$ cat config.mk
export PLATFORM = sky130hd
export DESIGN_NAME = failsafe_fault_manager
export DESIGN_NICKNAME = d
export VERILOG_FILES = /design/src/rtl/failsafe_fault_manager.v /design/src/rtl/nv_checksum_acc.v
export VERILOG_INCLUDE_DIRS = /design/src /design/src/inc
export SDC_FILE = /design/constraint.sdc
export NUM_CORES = 1
export LEC_CHECK = 0
export BUFFER_PORTS_ARGS = -buffer_cell sky130_fd_sc_hd__buf_4
export CELL_PAD_IN_SITES_DETAIL_PLACEMENT = 0
export CELL_PAD_IN_SITES_GLOBAL_PLACEMENT = 2
export CORE_MARGIN = 5
export CORE_UTILIZATION = 40
export DETAILED_ROUTE_END_ITERATION = 8
export PLACE_DENSITY = 0.83
export SLEW_MARGIN = 15
export SYNTH_ARGS = -nofsm -noshare
export SYNTH_HDL_FRONTEND = slang
export SYNTH_SLANG_ARGS = --single-unit
$ cat constraint.sdc
create_clock -name pclk -period 5.23 [get_ports pclk]
set_clock_uncertainty 0.2 [all_clocks]
set_input_delay 1.046 -clock pclk [delete_from_list [all_inputs] [get_ports pclk]]
set_output_delay 1.046 -clock pclk [all_outputs]
set_load 0.03 [all_outputs]
$ cat src/inc/fsf_regs.vh
// Purpose: Offsets, field positions, reset values and timing counts of the fail-safe fault manager
// Assumes: APB byte addresses, one 32-bit word per register
// Notes: Definitions only
`ifndef FSF_REGS_VH
`define FSF_REGS_VH

// Register byte offsets
`define FSF_OFS_CTRL 8'h00
`define FSF_OFS_STATUS 8'h04
`define FSF_OFS_OPEN 8'h08
`define FSF_OFS_SHORT 8'h0C
`define FSF_OFS_CALC 8'h10
`define FSF_OFS_STORED 8'h14

// CTRL fields
`define FSF_CTRL_POR_CLR 0

// STATUS fields
`define FSF_ST_POR 0
`define FSF_ST_LOWSUP 1
`define FSF_ST_REF 2
`define FSF_ST_OT 3
`define FSF_ST_CHK 4
`define FSF_ST_ERR 5
`define FSF_ST_PEND 6
`define FSF_ST_RAILS 7

// Nonvolatile word map
`define FSF_NV_EN_LO 0
`define FSF_NV_EN_HI 1
`define FSF_NV_DIAG_LO 2
`define FSF_NV_DIAG_HI 3
`define FSF_NV_MASK 4
`define FSF_NV_ODPW 5
`define FSF_NV_WORDS 8
`define FSF_NV_CHK (`FSF_NV_WORDS - 1)

// Mask word fields
`define FSF_MASK_OT 0
`define FSF_MASK_REF 1
`define FSF_MASK_CHK 2
`define FSF_MASK_OUT 3

// Reset values
`define FSF_RST_WORD 8'h00
`define FSF_RST_DATA 32'h0000_0000

// Timing
`define FSF_CLK_KHZ 125000
`define FSF_RETRY_MS 10
`define FSF_RETRY_CYCLES (`FSF_RETRY_MS * `FSF_CLK_KHZ)
`define FSF_DEGLITCH_NS 2000
`define FSF_DEGLITCH_CYCLES ((`FSF_DEGLITCH_NS * (`FSF_CLK_KHZ / 1000) + 999) / 1000)
`define FSF_ODPW_SHIFT 3

`endif

$ cat src/rtl/failsafe_fault_manager.v
// Purpose: Fault supervision, reload and checksum check for the fail-safe state
// Assumes: Analog comparators arrive as asynchronous digital levels; pwm_on is on pclk
// Notes: APB slave answers with no wait state; NV array answers one cycle after nv_rd
//
// Design decisions made here: the register addresses and register access over APB.
`include "fsf_regs.vh"

module failsafe_fault_manager #(
    parameter CH = 12,
    parameter W = 8,
    parameter CW = 16,
    parameter RETRY_CYCLES = `FSF_RETRY_CYCLES
) (
    // Clock and reset
    input wire pclk,
    input wire presetn,
    // APB
    input wire psel,
    input wire penable,
    input wire pwrite,
    input wire [7:0] paddr,
    input wire [31:0] pwdata,
    output reg [31:0] prdata,
    output reg pready,
    output reg pslverr,
    // Mode, analog fault levels and PWM state
    input wire in_failsafe,
    input wire supply_good,
    input wire ldo_good,
    input wire low_supply,
    input wire ref_fault,
    input wire overtemp,
    input wire [CH-1:0] out_open,
    input wire [CH-1:0] out_short,
    input wire [CH-1:0] pwm_on,
    // Nonvolatile array
    output reg [2:0] nv_addr_q,
    output reg nv_rd_q,
    input wire [W-1:0] nv_rd_data,
    // Outputs
    output reg [CH-1:0] ch_enable_q,
    output reg [CH-1:0] ch_retry_q,
    output reg fault_line_o_q,
    output reg fault_line_oe_q,
    output reg rails_good_q,
    output reg error_flag_q
);

    localparam SW = 5 + 2 * CH;
    localparam ST_IDLE = 2'd0;
    localparam ST_LOAD = 2'd1;
    localparam ST_CMP = 2'd2;
    localparam integer DEG_FULL = `FSF_DEGLITCH_CYCLES;
    localparam [CW-1:0] DEG = DEG_FULL[CW-1:0];

    // Three-stage input capture; value taken once stages two and three agree
    wire [SW-1:0] raw = {supply_good, ldo_good, low_supply, ref_fault, overtemp, out_open, out_short};
    reg [SW-1:0] s1_q, s2_q, s3_q, filt_q;
    always @(posedge pclk or negedge presetn) begin
        if (!presetn) begin
            s1_q <= {SW{1'b0}};
            s2_q <= {SW{1'b0}};
            s3_q <= {SW{1'b0}};
            filt_q <= {SW{1'b0}};
        end else begin
            s1_q <= raw;
            s2_q <= s1_q;
            s3_q <= s2_q;
            filt_q <= (s2_q & ~(s2_q ^ s3_q)) | (filt_q & (s2_q ^ s3_q));
        end
    end
    wire rails_ok = filt_q[SW-1] & filt_q[SW-2];
    wire low_f = filt_q[SW-3];
    wire ref_f = filt_q[SW-4];
    wire ot_f = filt_q[SW-5];
    wire [CH-1:0] open_f = filt_q[2*CH-1:CH];
    wire [CH-1:0] short_f = filt_q[CH-1:0];

    // Configuration shadow of the nonvolatile array
    reg [W-1:0] cfg_q [0:`FSF_NV_WORDS-1];
    wire [15:0] en16 = {cfg_q[`FSF_NV_EN_HI], cfg_q[`FSF_NV_EN_LO]};
    wire [15:0] diag16 = {cfg_q[`FSF_NV_DIAG_HI], cfg_q[`FSF_NV_DIAG_LO]};
    wire [CH-1:0] en = en16[CH-1:0];
    wire [CH-1:0] diag = diag16[CH-1:0];
    wire [W-1:0] mask = cfg_q[`FSF_NV_MASK];
    wire [CW-1:0] win = ({{(CW-W){1'b0}}, cfg_q[`FSF_NV_ODPW]} << `FSF_ODPW_SHIFT) + DEG;

    // Reload sequencer
    reg [1:0] state_q;
    reg fs_d1_q, rd_vld_q, pend_q, chk_q, por_q;
    reg [2:0] rd_idx_q;
    reg [W-1:0] calc_q;
    wire [W-1:0] sum;
    wire fs_entry = in_failsafe & ~fs_d1_q;
    wire feed = rd_vld_q & (rd_idx_q != `FSF_NV_CHK);
    integer i;

    nv_checksum_acc #(.W(W)) u_sum (
        .pclk(pclk),
        .presetn(presetn),
        .clr(fs_entry),
        .en(feed),
        .din(nv_rd_data),
        .sum_q(sum)
    );

    always @(posedge pclk or negedge presetn) begin
        if (!presetn) begin
            state_q <= ST_IDLE;
            fs_d1_q <= 1'b0;
            rd_vld_q <= 1'b0;
            rd_idx_q <= 3'd0;
            nv_addr_q <= 3'd0;
            nv_rd_q <= 1'b0;
            pend_q <= 1'b0;
            chk_q <= 1'b0;
            calc_q <= `FSF_RST_WORD;
            for (i = 0; i < `FSF_NV_WORDS; i = i + 1) begin
                cfg_q[i] <= `FSF_RST_WORD;
            end
        end else begin
            fs_d1_q <= in_failsafe;
            rd_vld_q <= nv_rd_q;
            rd_idx_q <= nv_addr_q;
            if (rd_vld_q) begin
                cfg_q[rd_idx_q] <= nv_rd_data;
            end
            if (fs_entry) begin
                // Restart even mid-load so the shadow always matches one pass
                state_q <= ST_LOAD;
                nv_addr_q <= 3'd0;
                nv_rd_q <= 1'b1;
                pend_q <= 1'b1;
            end else begin
                case (state_q)
                    ST_LOAD: begin
                        if (nv_addr_q == `FSF_NV_CHK) begin
                            nv_rd_q <= 1'b0;
                        end else begin
                            nv_addr_q <= nv_addr_q + 3'd1;
                        end
                        if (rd_vld_q && rd_idx_q == `FSF_NV_CHK) begin
                            state_q <= ST_CMP;
                        end
                    end
                    ST_CMP: begin
                        calc_q <= sum;
                        chk_q <= (sum != cfg_q[`FSF_NV_CHK]);
                        pend_q <= 1'b0;
                        state_q <= ST_IDLE;
                    end
                    default: begin
                        state_q <= ST_IDLE;
                    end
                endcase
            end
        end
    end

    // Retry period and window
    reg [20:0] period_q;
    reg [CW-1:0] rwin_q;
    reg ract_q;
    wire tick = in_failsafe && (period_q == RETRY_CYCLES - 1);
    wire rend = ract_q && (rwin_q == win + 16'd2);
    always @(posedge pclk or negedge presetn) begin
        if (!presetn) begin
            period_q <= 21'd0;
            rwin_q <= {CW{1'b0}};
            ract_q <= 1'b0;
        end else begin
            period_q <= (!in_failsafe || tick) ? 21'd0 : period_q + 21'd1;
            if (tick) begin
                ract_q <= 1'b1;
                rwin_q <= {CW{1'b0}};
            end else if (rend) begin
                ract_q <= 1'b0;
            end else if (ract_q) begin
                rwin_q <= rwin_q + 16'd1;
            end
        end
    end

    // Per channel detection, flags and retry
    reg [CH-1:0] open_q, short_q, seen_q;
    genvar g;
    generate
        for (g = 0; g < CH; g = g + 1) begin : chan
            reg [CW-1:0] on_q;
            wire active = (pwm_on[g] & ch_enable_q[g]) | ch_retry_q[g];
            wire qual = active && en[g] && diag[g] && (on_q >= win);
            wire det_o = qual & open_f[g] & ~low_f;
            wire det_s = qual & short_f[g];
            always @(posedge pclk or negedge presetn) begin
                if (!presetn) begin
                    on_q <= {CW{1'b0}};
                    open_q[g] <= 1'b0;
                    short_q[g] <= 1'b0;
                    seen_q[g] <= 1'b0;
                    ch_retry_q[g] <= 1'b0;
                end else begin
                    on_q <= !active ? {CW{1'b0}} : (&on_q ? on_q : on_q + 16'd1);
                    if (tick) begin
                        ch_retry_q[g] <= (open_q[g] | short_q[g]) & en[g] & diag[g];
                    end else if (rend) begin
                        ch_retry_q[g] <= 1'b0;
                    end
                    seen_q[g] <= tick ? 1'b0 : (seen_q[g] | (ract_q & (det_o | det_s)));
                    // Detection wins over a clear in the same cycle
                    if (det_o) begin
                        open_q[g] <= 1'b1;
                    end else if ((rend && !seen_q[g]) || !diag[g]) begin
                        open_q[g] <= 1'b0;
                    end
                    if (det_s) begin
                        short_q[g] <= 1'b1;
                    end else if ((rend && !seen_q[g]) || !diag[g]) begin
                        short_q[g] <= 1'b0;
                    end
                end
            end
        end
    endgenerate

    // Summary, fault line and channel gating
    wire out_any = |(open_q | short_q);
    wire line_src = (ref_f & ~mask[`FSF_MASK_REF]) | (ot_f & ~mask[`FSF_MASK_OT]) |
                    (chk_q & ~mask[`FSF_MASK_CHK]) | (out_any & ~mask[`FSF_MASK_OUT]);
    wire all_off = ~rails_ok | ref_f | ot_f | chk_q | pend_q;
    wire apb_wr = psel & penable & pready & pwrite;
    wire por_clr = apb_wr && paddr == `FSF_OFS_CTRL && pwdata[`FSF_CTRL_POR_CLR];

    always @(posedge pclk or negedge presetn) begin
        if (!presetn) begin
            por_q <= 1'b0;
            rails_good_q <= 1'b0;
            fault_line_o_q <= 1'b0;
            fault_line_oe_q <= 1'b0;
            error_flag_q <= 1'b0;
            ch_enable_q <= {CH{1'b0}};
        end else begin
            // Set wins over software clear
            if (!rails_ok) begin
                por_q <= 1'b1;
            end else if (por_clr) begin
                por_q <= 1'b0;
            end
            rails_good_q <= rails_ok;
            fault_line_o_q <= 1'b0;
            fault_line_oe_q <= ~rails_ok | line_src;
            error_flag_q <= por_q | low_f | line_src;
            ch_enable_q <= all_off ? {CH{1'b0}} : (en & ~open_q & ~short_q);
        end
    end

    // APB slave, zero wait states
    reg [31:0] rd_d;
    reg hit;
    always @* begin
        rd_d = `FSF_RST_DATA;
        hit = 1'b1;
        case (paddr)
            `FSF_OFS_CTRL: rd_d = `FSF_RST_DATA;
            `FSF_OFS_STATUS: rd_d = {24'h000000, rails_good_q, pend_q, error_flag_q, chk_q, ot_f, ref_f, low_f, por_q};
            `FSF_OFS_OPEN: rd_d = {{(32-CH){1'b0}}, open_q};
            `FSF_OFS_SHORT: rd_d = {{(32-CH){1'b0}}, short_q};
            `FSF_OFS_CALC: rd_d = {{(32-W){1'b0}}, calc_q};
            `FSF_OFS_STORED: rd_d = {{(32-W){1'b0}}, cfg_q[`FSF_NV_CHK]};
            default: hit = 1'b0;
        endcase
    end

    always @(posedge pclk or negedge presetn) begin
        if (!presetn) begin
            prdata <= `FSF_RST_DATA;
            pready <= 1'b0;
            pslverr <= 1'b0;
        end else begin
            pready <= psel & ~penable;
            pslverr <= psel & ~penable & ~hit;
            prdata <= (psel && !penable && !pwrite) ? rd_d : `FSF_RST_DATA;
        end
    end

endmodule

$ cat src/rtl/nv_checksum_acc.v
// Purpose: Running checksum over nonvolatile words fed one per cycle
// Assumes: Rotate-left then xor; any fixed algorithm agreed with the programmer works
// Notes: clr has priority over en
module nv_checksum_acc #(
    parameter W = 8
) (
    // Clock and reset
    input wire pclk,
    input wire presetn,
    // Data
    input wire clr,
    input wire en,
    input wire [W-1:0] din,
    output reg [W-1:0] sum_q
);

    always @(posedge pclk or negedge presetn) begin
        if (!presetn) begin
            sum_q <= {W{1'b0}};
        end else if (clr) begin
            sum_q <= {W{1'b0}};
        end else if (en) begin
            sum_q <= {sum_q[W-2:0], sum_q[W-1]} ^ din;
        end
    end

endmodule

After elaboration in Yosys (flattened, before gate mapping)
Index checks and enable logic that the tools add are counted.
Widths: inputs -> output; s select.
- magnitude comparators: 14
- bitwise gates (word level): 176
- $add $sub $neg: 17
- muxes and demuxes: 112
- equal/unequal tests: 29
- reduce and logical (&&, ||, !) cells: 145
- operators with widths (kind ; number):
    $mux 16 ; 27
    $add 16x1->16 const B ; 13
    $ge 16x12->1 ; 12
    $reduce_and 16->1 ; 12
    $and 1x1->1 ; 96
    $mux 1 ; 70
    $bwmux 64 ; 1
    $pmux 12 s5 ; 1
    $reduce_bool 2->1 ; 30
    $and 29x29->29 ; 2
    $or 1x1->1 ; 58
    $logic_and 1x1->1 ; 56
    $not 29->29 ; 1
    $or 29x29->29 ; 1
    $xor 29x29->29 ; 1
    $ne 2x2->1 const B ; 14
    $logic_not 1->1 ; 27
    $and 12x12->12 ; 2
    $demux 8 s3 ; 1
    $mux 12 ; 2
    $mux 8 ; 3
    $not 12->12 ; 2
    $add 21x1->21 const B ; 1
    $eq 21x21->1 const B ; 1
    other kinds (27) ; 59
- bits of input ports: 95
- logic and storage cells: 586
- bits in registers: 517
- output and inout bits: 66

Depth between registers and ports, before layout
Gate-level depths: netlist (run 1).
- word-level depth: 11
- mapped depth: 12
- mapped depth without buffers: 12

Modules after synthesis
From an unflattened synthesis (run 1), not the netlist that was laid out.
- cells, all modules: 2294
- area total of the unflattened synthesis: 24277.0 µm²
- modules (own cells, without submodules) (module ; area each (µm²) ; sequential area each (µm²) ; cells each ; instances):
    failsafe_fault_manager ; 23866.6 ; 12236.7 ; 2259 ; 1
    nv_checksum_acc ; 410.4 ; 200.2 ; 35 ; 1

Worst setup path before layout (run 1)
Ideal clock, no wire load.
- kind: flip-flop to flip-flop
- start point: reg cfg_q[16] (netlist name)
- end point: reg open_q[5]
- cell stages (with the launch flop): 12
- data arrival time: 3.456 ns
- setup time: 0.125 ns
- setup slack: 1.448 ns
- period minus slack after synthesis: 3.782 ns
- data required time: 4.905 ns
- path buffers: 0
- cells stage by stage: dfrtp_1 inv_1 ha_1 xnor2_1 ha_1 a211oi_1 o21ai_0 o22a_1 maj3_1 maj3_1 a31oi_1 o2bb2ai_1
- longest elaborated chain between the ends: 7
- elaborated cells on any way between the ends: 12
- classes of those cells: add/sub: 2; order compare: 1; eq/ne: 1; mux: 1; bitwise: 2; reduce/logical: 5
- RTL lines (what ; line ; text):
    start, declared ; failsafe_fault_manager.v:80 ; reg [W-1:0] cfg_q [0:`FSF_NV_WORDS-1];
    start signal, assigned by index ; failsafe_fault_manager.v:119 ; cfg_q[i] <= `FSF_RST_WORD;
    start signal, assigned by index ; failsafe_fault_manager.v:126 ; cfg_q[rd_idx_q] <= nv_rd_data;
    $add 11x8->12 * ; failsafe_fault_manager.v:86 ; wire [CW-1:0] win = ({{(CW-W){1'b0}}, cfg_q[`FSF_NV_ODPW]} << `FSF_ODPW_SHIFT) + DEG;
    $add 12x2->13 ; failsafe_fault_manager.v:165 ; wire rend = ract_q && (rwin_q == win + 16'd2);
    $eq 16x13->1 ; failsafe_fault_manager.v:165 ;
    $logic_and 1x1->1 ; failsafe_fault_manager.v:165 ;
    $logic_and 1x1->1 ; failsafe_fault_manager.v:212 ; end else if ((rend && !seen_q[g]) || !diag[g]) begin
    $logic_or 1x1->1 ; failsafe_fault_manager.v:212 ;
    $reduce_bool 2->1 (no line) ; - ;
    end signal, assigned by index ; failsafe_fault_manager.v:197 ; open_q[g] <= 1'b0;
    end signal, assigned by index ; failsafe_fault_manager.v:211 ; open_q[g] <= 1'b1;
    end signal, assigned by index ; failsafe_fault_manager.v:213 ; open_q[g] <= 1'b0;
    end, declared ; failsafe_fault_manager.v:185 ; reg [CH-1:0] open_q, short_q, seen_q;
Mark *: on every way between the ends. The rest lies on a longest branch, timed or not.
A chain may end at the register's enable or synchronous reset.

Final worst setup path (run 1)
- start point: reg cfg_q[19] (netlist name)
- end point: reg open_q[5]
Same word-level chain as after synthesis.

==> results of run 1 <==
## power by group
part | total, W | switching, W | internal [W]
sequential | 0.00451 | 0.000357 | 0.00416
clock | 0.00381 | 0.00157 | 0.00224
combinational | 0.00233 | 0.00138 | 0.000955
## metrics by stage
step,cells,util,hold WS (ps)
6_report,3237,0.4599,143.8
5_1_grt,3237,0.4599,152.0
4_1_cts,3237,0.4598,150.1
3_5_place_dp,3147,0.4309,135.6
3_3_place_gp,3147,0.4309,131.9
2_1_floorplan,2320,-,131.2
## logic make-up after synthesis
| kind of cell | count (synthesis) | share of synthesized area |
|---|---|---|
| AO/OA/AOI/OAI | 361 | 0.09984 |
| XOR/XNOR | 197 | 0.07573 |
| adder cells (fa/ha/maj) | 146 | 0.07206 |
| buffers and inverters | 157 | 0.02942 |
| flip-flops | 497 | 0.5131 |
| multiplexers | 69 | 0.03154 |
| other | 1 | 0.0001547 |
| AND/OR/NAND/NOR | 872 | 0.1781 |
## layout make-up
type | count | area share
multi-input combinational | 1666 | 0.4044
sequential | 497 | 0.4489
inverter | 62 | 0.008400
clock buffer | 70 | 0.05230
timing repair buffer | 140 | 0.04001
tap | 782 | 0.03532
clock inverter | 20 | 0.01066
## final timing paths
check	to	slack (ps)	startpoint
max in group asynchronous	s1_q[1]$_DFF_PN0_	3380	presetn
min reg2reg	s2_q[20]$_DFF_PN0_	140	s1_q[20]$_DFF_PN0_
max reg2reg	open_q[5]$_DFFE_PN0P_	1590	cfg_q[19]$_DFFE_PN0P_
max	open_q[5]$_DFFE_PN0P_	1590	cfg_q[19]$_DFFE_PN0P_
min	s2_q[20]$_DFF_PN0_	140	s1_q[20]$_DFF_PN0_
min in group asynchronous	period_q[0]$_DFF_PN0_	290	presetn
## layout by cell type, fill, tap and decap left out, types with 21 or more instances in the layout
master | netlist | layout
sky130_fd_sc_hd__nand2_1 | 151 | 150
sky130_fd_sc_hd__nor3_1 | 51 | 50
sky130_fd_sc_hd__o31ai_1 | 23 | 23
sky130_fd_sc_hd__a21oi_1 | 76 | 73
sky130_fd_sc_hd__o21ai_0 | 62 | 62
sky130_fd_sc_hd__xnor2_1 | 78 | 75
sky130_fd_sc_hd__o211ai_1 | 21 | 21
sky130_fd_sc_hd__a31oi_1 | 21 | 21
sky130_fd_sc_hd__nand3_1 | 99 | 99
sky130_fd_sc_hd__dfrtp_1 | 497 | 497
sky130_fd_sc_hd__ha_1 | 114 | 114
sky130_fd_sc_hd__nor2_1 | 288 | 288
sky130_fd_sc_hd__clkbuf_16 | 0 | 52
sky130_fd_sc_hd__xor2_1 | 111 | 111
sky130_fd_sc_hd__and3_1 | 56 | 56
sky130_fd_sc_hd__inv_1 | 62 | 62
sky130_fd_sc_hd__a211oi_1 | 27 | 27
sky130_fd_sc_hd__nand4_1 | 64 | 64
sky130_fd_sc_hd__nor4_1 | 27 | 27
sky130_fd_sc_hd__buf_4 | 22 | 135
sky130_fd_sc_hd__mux2_2 | 59 | 59
sky130_fd_sc_hd__maj3_1 | 32 | 32
sky130_fd_sc_hd__conb_1 | 1 | 21
## critical path, cell delays in order (launching register included)
cell and delay [ps]:
sky130_fd_sc_hd__dfrtp_1 500, sky130_fd_sc_hd__nor2_1 340, sky130_fd_sc_hd__and2_1 220, sky130_fd_sc_hd__xnor2_1 120, sky130_fd_sc_hd__buf_4 300, sky130_fd_sc_hd__ha_1 300, sky130_fd_sc_hd__nand4_1 90, sky130_fd_sc_hd__nor3_1 70
sky130_fd_sc_hd__o22a_1 260, sky130_fd_sc_hd__maj3_1 370, sky130_fd_sc_hd__maj3_1 360, sky130_fd_sc_hd__a31oi_1 260, sky130_fd_sc_hd__o2bb2ai_1 120
## state kept, by name (all words and copies together), names as in the netlist, 4 cells and up, named ones only
register     flops
s3_q            29
u_sum.sum_q      8
open_q          12
chan.on_q      192
prdata          12
calc_q           8
cfg_q           40
rwin_q          16
mask             4
ch_retry_q      12
period_q        21
short_q         12
s2_q            29
s1_q            29
seen_q          12
ch_enable_q     12
## routing by layer
layer  vias to the layer above  GRT usage
met4                         0    0.04303
met5                         -          0
met2                       293     0.2973
li1                       8426          -
met1                      8777     0.2527
met3                        82    0.02654
==> flow_summary.html, run 1 <==
<table>
<tr><th>Metric</th><th>Value</th></tr>
<tr><th colspan="2">Status</th></tr>
<tr><td>Result of the run</td><td>complete, no violations</td></tr>
<tr><th colspan="2">Synth</th></tr>
<tr><td>Post-Synthesis Cell Area</td><td>24240 sq um</td></tr>
<tr><td>Count of distinct cell types in the synthesized netlist</td><td>76</td></tr>
<tr><td>Mean post-synth cell area</td><td>approximately 11 sq um</td></tr>
<tr><td>Number of standard cells after synthesis</td><td>2300</td></tr>
<tr><td>Dominant cell by count in the synthesized netlist</td><td>sky130_fd_sc_hd__dfrtp_1</td></tr>
<tr><td>Warnings, synthesis</td><td>0</td></tr>
<tr><td>Synth area leader</td><td>sky130_fd_sc_hd__dfrtp_1</td></tr>
<tr><td>Count of flip-flops with a built-in enable after synthesis</td><td>0</td></tr>
<tr><td>Most instantiated flip-flop cell in the synthesis netlist</td><td>sky130_fd_sc_hd__dfrtp_1</td></tr>
<tr><td>Sequential share of the synthesized area</td><td>0.5131</td></tr>
<tr><td>Synthesis-stage register bit count</td><td>497</td></tr>
<tr><td>Top post-synthesis cells by count</td><td>sky130_fd_sc_hd__dfrtp_1 (497), sky130_fd_sc_hd__nor2_1 (288), sky130_fd_sc_hd__nand2_1 (151)</td></tr>
<tr><td>Fraction of post-synthesis cell area in the top cell type by area</td><td>0.5131</td></tr>
<tr><td>Share of flip-flops with an asynchronous set or reset after synthesis</td><td>1.000</td></tr>
<tr><td>Top cells by area, synth</td><td>sky130_fd_sc_hd__dfrtp_1 (51%), sky130_fd_sc_hd__ha_1 (5.9%), sky130_fd_sc_hd__nor2_1 (4.5%)</td></tr>
<tr><th colspan="2">CTS</th></tr>
<tr><td># resized after CTS</td><td>0</td></tr>
<tr><td>TritonCTS buffer count</td><td>52</td></tr>
<tr><td>Maximum buffer depth of the clock tree</td><td>3</td></tr>
<tr><td>Number of clock sinks seen by CTS</td><td>497</td></tr>
<tr><td>Setup Buffers After CTS</td><td>0</td></tr>
<tr><td>Deepest level of the CTS H-tree</td><td>2</td></tr>
<tr><td>TritonCTS clock tree</td><td>built</td></tr>
<tr><td>Clk_lat worst skew</td><td>610 ps</td></tr>
<tr><td>Clock-pin slew reported for the worst setup and hold paths after clock tree synthesis</td><td>about 60 ps</td></tr>
<tr><td>Hold buffer count at CTS</td><td>0</td></tr>
<tr><td>Root buffer cell</td><td>sky130_fd_sc_hd__clkbuf_16</td></tr>
<tr><th colspan="2">Floorplan</th></tr>
<tr><td>DIE HEIGHT</td><td>256.2 um</td></tr>
<tr><td>Number of core rows</td><td>90</td></tr>
<tr><td>Floorplan core area</td><td>60250 sq um</td></tr>
<tr><td>Die Outline Area</td><td>roughly 66000 sq um</td></tr>
<tr><td>Width of the die</td><td>256.2 um</td></tr>
<tr><td>I/O pin count</td><td>161</td></tr>
<tr><td>Effective utilization at floorplan</td><td>0.4023</td></tr>
<tr><th colspan="2">Global route</th></tr>
<tr><td>Maximum number of pins on one net before global-route repair</td><td>119</td></tr>
<tr><td>GRT Overall Usage</td><td>0.1801</td></tr>
<tr><td>Global-route wire length before repair</td><td>97670 um</td></tr>
<tr><td>Antenna violations before repair</td><td>0</td></tr>
<tr><td>Total overflow reported by the global router</td><td>0</td></tr>
<tr><td>Vias in the first global route</td><td>17790</td></tr>
<tr><th colspan="2">Drt</th></tr>
<tr><td>Detailed Route Iter0 Violations</td><td>1088</td></tr>
<tr><td>Remaining routing DRC violations</td><td>0</td></tr>
<tr><td>Final routed wirelength across all metal layers</td><td>59790 um</td></tr>
<tr><td>Met3 routed wirelength</td><td>2119 um</td></tr>
<tr><td>Pre-antenna DRT Iters</td><td>5</td></tr>
<tr><td>Met2 Routed Length</td><td>28420 um</td></tr>
<tr><td>Vias per std cell</td><td>5.430</td></tr>
<tr><td>Antenna Nets Post-Route</td><td>0</td></tr>
<tr><td>Highest routing layer actually used</td><td>met4</td></tr>
<tr><td>Vias</td><td>17580</td></tr>
<tr><td>Met1 WL</td><td>between 20000 and 30000 um</td></tr>
<tr><td>Routed length per placed instance</td><td>18.47 um</td></tr>
<tr><th colspan="2">Place</th></tr>
<tr><td>Routability-driven placement congestion ratio</td><td>0.8209</td></tr>
<tr><td>Post-placement worst setup slack</td><td>1626 ps</td></tr>
<tr><td>Sum of net half-perimeters after detailed placement</td><td>around 40000 um</td></tr>
<tr><td>Input/output buffers</td><td>108</td></tr>
<tr><td>Instance area at placement</td><td>25960 sq um</td></tr>
<tr><th colspan="2">Setup path</th></tr>
<tr><td>Req. time, crit path</td><td>5510 ps</td></tr>
<tr><td>Critical path data arrival time</td><td>~4000 ps</td></tr>
<tr><td>Setup crit start kind</td><td>flip-flop</td></tr>
<tr><td>Setup Crit Path Kind</td><td>flip-flop to flip-flop</td></tr>
<tr><td>Crit Path Max Fanout</td><td>12</td></tr>
<tr><td>Worst reg-to-reg path cell count</td><td>12</td></tr>
<tr><td>Crit end category</td><td>flip-flop</td></tr>
<tr><th colspan="2">Timing</th></tr>
<tr><td>Final critical delay including setup and external delays</td><td>roughly 3600 ps</td></tr>
<tr><td>RSZ-0062 raised after global routing</td><td>no</td></tr>
<tr><td>Relative slew slack</td><td>0.2949</td></tr>
<tr><td>Final WS setup</td><td>1592 ps</td></tr>
<tr><td>Final hold violation count</td><td>0</td></tr>
<tr><td>Final Cycle Share</td><td>0.6955</td></tr>
<tr><td>Least-Margin Pin Slew</td><td>1058 ps</td></tr>
<tr><td>Number of max-slew violations in the final report</td><td>0</td></tr>
<tr><td>Achievable frequency</td><td>0.2749 GHz</td></tr>
<tr><td>Setup total negative slack</td><td>0 ps</td></tr>
<tr><td>Final setup viols</td><td>0</td></tr>
<tr><th colspan="2">Pwr</th></tr>
<tr><td>Maximum VDD drop</td><td>280.8 uV</td></tr>
<tr><td>Total power</td><td>0.01066 W</td></tr>
<tr><td>Ratio of total power to cell area</td><td>~380 nW/um^2</td></tr>
<tr><td>Static leakage power</td><td>12.16 nW</td></tr>
<tr><th colspan="2">Final layout</th></tr>
<tr><td>Antenna diode instance count</td><td>0</td></tr>
<tr><td>Design area</td><td>27710 sq um</td></tr>
<tr><td>Fraction of final layout cells with drive strength greater than 1</td><td>0.1259</td></tr>
<tr><td>Area occupied by multi-input gates</td><td>11200 sq um</td></tr>
<tr><td>Final net count</td><td>~2600</td></tr>
<tr><td>Storage element area</td><td>~12000 sq um</td></tr>
<tr><td>Fill count</td><td>5456</td></tr>
<tr><td>Layout Area Growth over Synthesis</td><td>14.30%</td></tr>
<tr><th colspan="2">Worst hold path</th></tr>
<tr><td>Worst hold stages</td><td>0</td></tr>
<tr><td>HP Class</td><td>flip-flop to flip-flop</td></tr>
<tr><th colspan="2">Job</th></tr>
<tr><td>Number of max-capacitance violations reported</td><td>0</td></tr>
</table>
(Power assumes the default switching activity.)
==> inputs of run 2 (changes only) <==
clock period = 3.82 ns   (was 5.23 ns; I/O delays follow)
==> flow_summary.html, run 2 (synthesis gave the netlist of run 1 again) <==
<table>
<tr><th>Metric</th><th>Value</th></tr>
<tr><th colspan="2">Final layout</th></tr>
<tr><td>Highest-count cells in the layout ignoring fill and taps</td><td>sky130_fd_sc_hd__dfrtp_1 (497), sky130_fd_sc_hd__nor2_1 (288), sky130_fd_sc_hd__nand2_1 (150)</td></tr>
<tr><td>Flip-flop count of the largest register, all copies and words added</td><td>192 (unchanged)</td></tr>
<tr><td>Largest reg by FF count</td><td>chan.on_q</td></tr>
<tr><td>Final net count</td><td>2645 (+0.65%)</td></tr>
<tr><td>Fraction of final layout cells with drive strength greater than 1</td><td>0.1353 (+0.009433)</td></tr>
<tr><td>Largest registers</td><td>chan.on_q: 192 flops, cfg_q: 40 flops</td></tr>
<tr><td>Leading cell type in the layout, fill and taps excluded</td><td>sky130_fd_sc_hd__dfrtp_1</td></tr>
<tr><td>Layout Area Growth over Synthesis</td><td>15.50%</td></tr>
<tr><td>Antenna diode instance count</td><td>0 (unchanged)</td></tr>
<tr><th colspan="2">Setup path</th></tr>
<tr><td>Setup crit start kind</td><td>flip-flop</td></tr>
<tr><td>Crit Path Max Fanout</td><td>7 (-5)</td></tr>
<tr><td>Buf/Inv on CP</td><td>2 (+1)</td></tr>
<tr><td>Family with the most delay on the worst path</td><td>compound AO/OA/AOI/OAI gates</td></tr>
<tr><td>Setup Crit Path Kind</td><td>flip-flop to flip-flop</td></tr>
<tr><td>Req. time, crit path</td><td>4150 ps (-1360 ps)</td></tr>
<tr><td>Critical path data arrival time</td><td>3750 ps (-160 ps)</td></tr>
<tr><td>Highest-delay cell along the critical path</td><td>sky130_fd_sc_hd__dfrtp_1</td></tr>
<tr><td>Longest individual stage delay on the worst path</td><td>470 ps (-30 ps)</td></tr>
<tr><td>Series of cell instances along the critical path</td><td>inv_1 -&gt; ha_1 -&gt; and2_1 -&gt; xnor2_1 -&gt; buf_4 -&gt; ha_1 -&gt; or4_1 -&gt; nor2_1 -&gt; a21oi_1 -&gt; a21oi_1 -&gt; o31a_1 -&gt; or3_1 -&gt; o22ai_1</td></tr>
<tr><td>Crit end category</td><td>flip-flop</td></tr>
<tr><th colspan="2">Place</th></tr>
<tr><td>Sum of net half-perimeters after detailed placement</td><td>42100 um (+2.8%)</td></tr>
<tr><td>Routability-driven placement congestion ratio</td><td>0.8298 (+1.1%)</td></tr>
<tr><td>Input/output buffers</td><td>108 (unchanged)</td></tr>
<tr><td>Post-placement worst setup slack</td><td>380.4 ps (-1246 ps)</td></tr>
<tr><th colspan="2">CTS</th></tr>
<tr><td>Number of clock sinks seen by CTS</td><td>497 (unchanged)</td></tr>
<tr><td># resized after CTS</td><td>0 (unchanged)</td></tr>
<tr><td>TritonCTS buffer count</td><td>53 (+1.9%)</td></tr>
<tr><td>Maximum buffer depth of the clock tree</td><td>3 (unchanged)</td></tr>
<tr><td>TritonCTS clock tree</td><td>built</td></tr>
<tr><td>Root buffer cell</td><td>sky130_fd_sc_hd__clkbuf_16</td></tr>
<tr><td>Deepest level of the CTS H-tree</td><td>2 (unchanged)</td></tr>
<tr><td>Clk_lat worst skew</td><td>620 ps (about the same)</td></tr>
<tr><td>Clock-pin slew reported for the worst setup and hold paths after clock tree synthesis</td><td>60 ps (about the same)</td></tr>
<tr><th colspan="2">Global route</th></tr>
<tr><td>GRT Overall Usage</td><td>0.1821 (+0.001954)</td></tr>
<tr><td>Maximum number of pins on one net before global-route repair</td><td>95 (-20%)</td></tr>
<tr><td>Vias in the first global route</td><td>17490 (-1.7%)</td></tr>
<tr><td>Antenna violations before repair</td><td>0 (unchanged)</td></tr>
<tr><td>Total overflow reported by the global router</td><td>0 (unchanged)</td></tr>
<tr><td>Global-route wire length before repair</td><td>98300 um (+0.64%)</td></tr>
<tr><th colspan="2">Pwr</th></tr>
<tr><td>Clock network fraction of total power</td><td>0.371 (+0.013)</td></tr>
<tr><td>Switching share of power</td><td>0.3084 (-0.002062)</td></tr>
<tr><td>Part of the power in combinational logic</td><td>0.218 (about the same)</td></tr>
<tr><td>Static leakage power</td><td>12.30 nW (+1.2%)</td></tr>
<tr><td>Internal power contribution</td><td>0.01037 W (+41%)</td></tr>
<tr><td>Ratio of total power to cell area</td><td>535.5 nW/um^2 (+39%)</td></tr>
<tr><td>Part of the total power dissipated in sequential elements</td><td>0.411 (-0.012)</td></tr>
<tr><td>Switching Power</td><td>0.004623 W (+40%)</td></tr>
<tr><td>Maximum VDD drop</td><td>419.8 uV (+49%)</td></tr>
<tr><th colspan="2">Floorplan</th></tr>
<tr><td>Die Outline Area</td><td>65620 sq um (unchanged)</td></tr>
<tr><td>I/O pin count</td><td>161 (unchanged)</td></tr>
<tr><td>Number of core rows</td><td>90 (unchanged)</td></tr>
<tr><td>Effective utilization at floorplan</td><td>0.4023 (unchanged)</td></tr>
<tr><td>DIE HEIGHT</td><td>256.2 um (unchanged)</td></tr>
<tr><td>Floorplan core area</td><td>60250 sq um (unchanged)</td></tr>
<tr><td>Width of the die</td><td>256.2 um (unchanged)</td></tr>
<tr><th colspan="2">Timing</th></tr>
<tr><td>Number of max-slew violations in the final report</td><td>0 (unchanged)</td></tr>
<tr><td>RSZ-0062 raised after global routing</td><td>no</td></tr>
<tr><td>Final WS setup</td><td>392.5 ps (-1200 ps)</td></tr>
<tr><td>Setup total negative slack</td><td>0 ps (unchanged)</td></tr>
<tr><td>Final critical delay including setup and external delays</td><td>3427 ps (-210.0 ps)</td></tr>
<tr><td>Final setup viols</td><td>0 (unchanged)</td></tr>
<tr><td>Relative slew slack</td><td>0.3178 (+0.02290)</td></tr>
<tr><td>Final Cycle Share</td><td>0.8972 (+0.2017)</td></tr>
<tr><td>Final hold violation count</td><td>0 (unchanged)</td></tr>
<tr><td>Achievable frequency</td><td>0.2918 GHz (+6.1%)</td></tr>
<tr><td>Least-Margin Pin Slew</td><td>1021 ps (-36.56 ps)</td></tr>
<tr><th colspan="2">Drt</th></tr>
<tr><td>Routed length per placed instance</td><td>18.64 um (+0.91%)</td></tr>
<tr><td>Vias</td><td>17580 (unchanged)</td></tr>
<tr><td>Pre-antenna DRT Iters</td><td>5 (unchanged)</td></tr>
<tr><td>Final routed wirelength across all metal layers</td><td>60720 um (+1.6%)</td></tr>
<tr><td>Antenna Nets Post-Route</td><td>0 (unchanged)</td></tr>
<tr><td>Detailed Route Iter0 Violations</td><td>1056 (-2.9%)</td></tr>
<tr><td>Vias per std cell</td><td>5.395 (-0.64%)</td></tr>
<tr><td>Remaining routing DRC violations</td><td>0 (unchanged)</td></tr>
<tr><th colspan="2">Worst hold path</th></tr>
<tr><td>HP Class</td><td>input pin to flip-flop</td></tr>
<tr><th colspan="2">Status</th></tr>
<tr><td>Result of the run</td><td>complete, no violations</td></tr>
<tr><th colspan="2">Job</th></tr>
<tr><td>Number of max-capacitance violations reported</td><td>0 (unchanged)</td></tr>
</table>
## run 2: cell types whose count changed in the layout (fill, tap and decap cells not counted), sizes merged
cell / change
buf: +15
inv: -1
clkinv: +4
dlygate4sd3: +1
bufinv: +2
clkbuf: -5
clkinvlp: +5
## run 2: cell type report
cell class                 instances  area [sq um]
inverter                          62         232.7
tap                              782         978.4
sequential                       497         12440
timing repair buffer             156          1244
clock buffer                      65          1483
multi-input combinational       1666         11200
fill                            5536         32250
clock inverter                    30         421.7
## run 2: stage by stage
stage / power [W] / instance area [sq um] / hold slack, ps / utilization / cells
final: 0.01499 / 27990 / 49.31 / 0.4647 / 3258
after global routing: 0.01575 / 27990 / 10.46 / 0.4647 / 3258
after CTS: 0.01519 / 27990 / 11.16 / 0.4647 / 3258
after detailed placement: 0.009558 / 26080 / 134.7 / 0.4329 / 3162
after global placement: 0.009434 / 26080 / 132.3 / 0.4329 / 3162
after floorplan: 0.008242 / 24310 / 131.2 / - / 2320
## run 2: repair_timing
| action | in CTS | in global routing |
|---|---|---|
| hold buffers | 1 | 0 |
| buffers inserted | 0 | 0 |
| endpoints found under the hold margin | 17 | 0 |
## run 2: final timing paths
| path | startpoint | end | slack, ps | depth (start not counted) |
|---|---|---|---|---|
| setup reg to reg | cfg_q[16]$_DFFE_PN0P_ | open_q[2]$_DFFE_PN0P_ | 390 | 13 |
| hold reg to reg | s1_q[5]$_DFF_PN0_ | s2_q[5]$_DFF_PN0_ | 140 | 0 |
| hold / removal | out_short[4] | s1_q[4]$_DFF_PN0_ | 50 | 1 |
| max in group asynchronous | presetn | s1_q[0]$_DFF_PN0_ | 1900 | 3 |
| setup / recovery | cfg_q[16]$_DFFE_PN0P_ | open_q[2]$_DFFE_PN0P_ | 390 | 13 |
| min in group asynchronous | presetn | period_q[0]$_DFF_PN0_ | 580 | 2 |
## run 2: routing by layer
metal	global-route usage	part of all wire	up-vias
li1	-	-	8441
met5	0	0	-
met2	0.3035	0.48	320
met3	0.02545	0.043	75
met1	0.2545	0.46	8742
met4	0.04138	0.018	0
## run 2: power groups by stage
stage	combinational, W	sequential (W)	clock (W)
final	0.00327	0.00616	0.00556
after global routing	0.00361	0.00622	0.00592
after CTS	0.00332	0.00616	0.00571
after detailed placement	0.00330	0.00626	0
after global placement	0.00320	0.00623	0
after floorplan	0.00215	0.00610	0
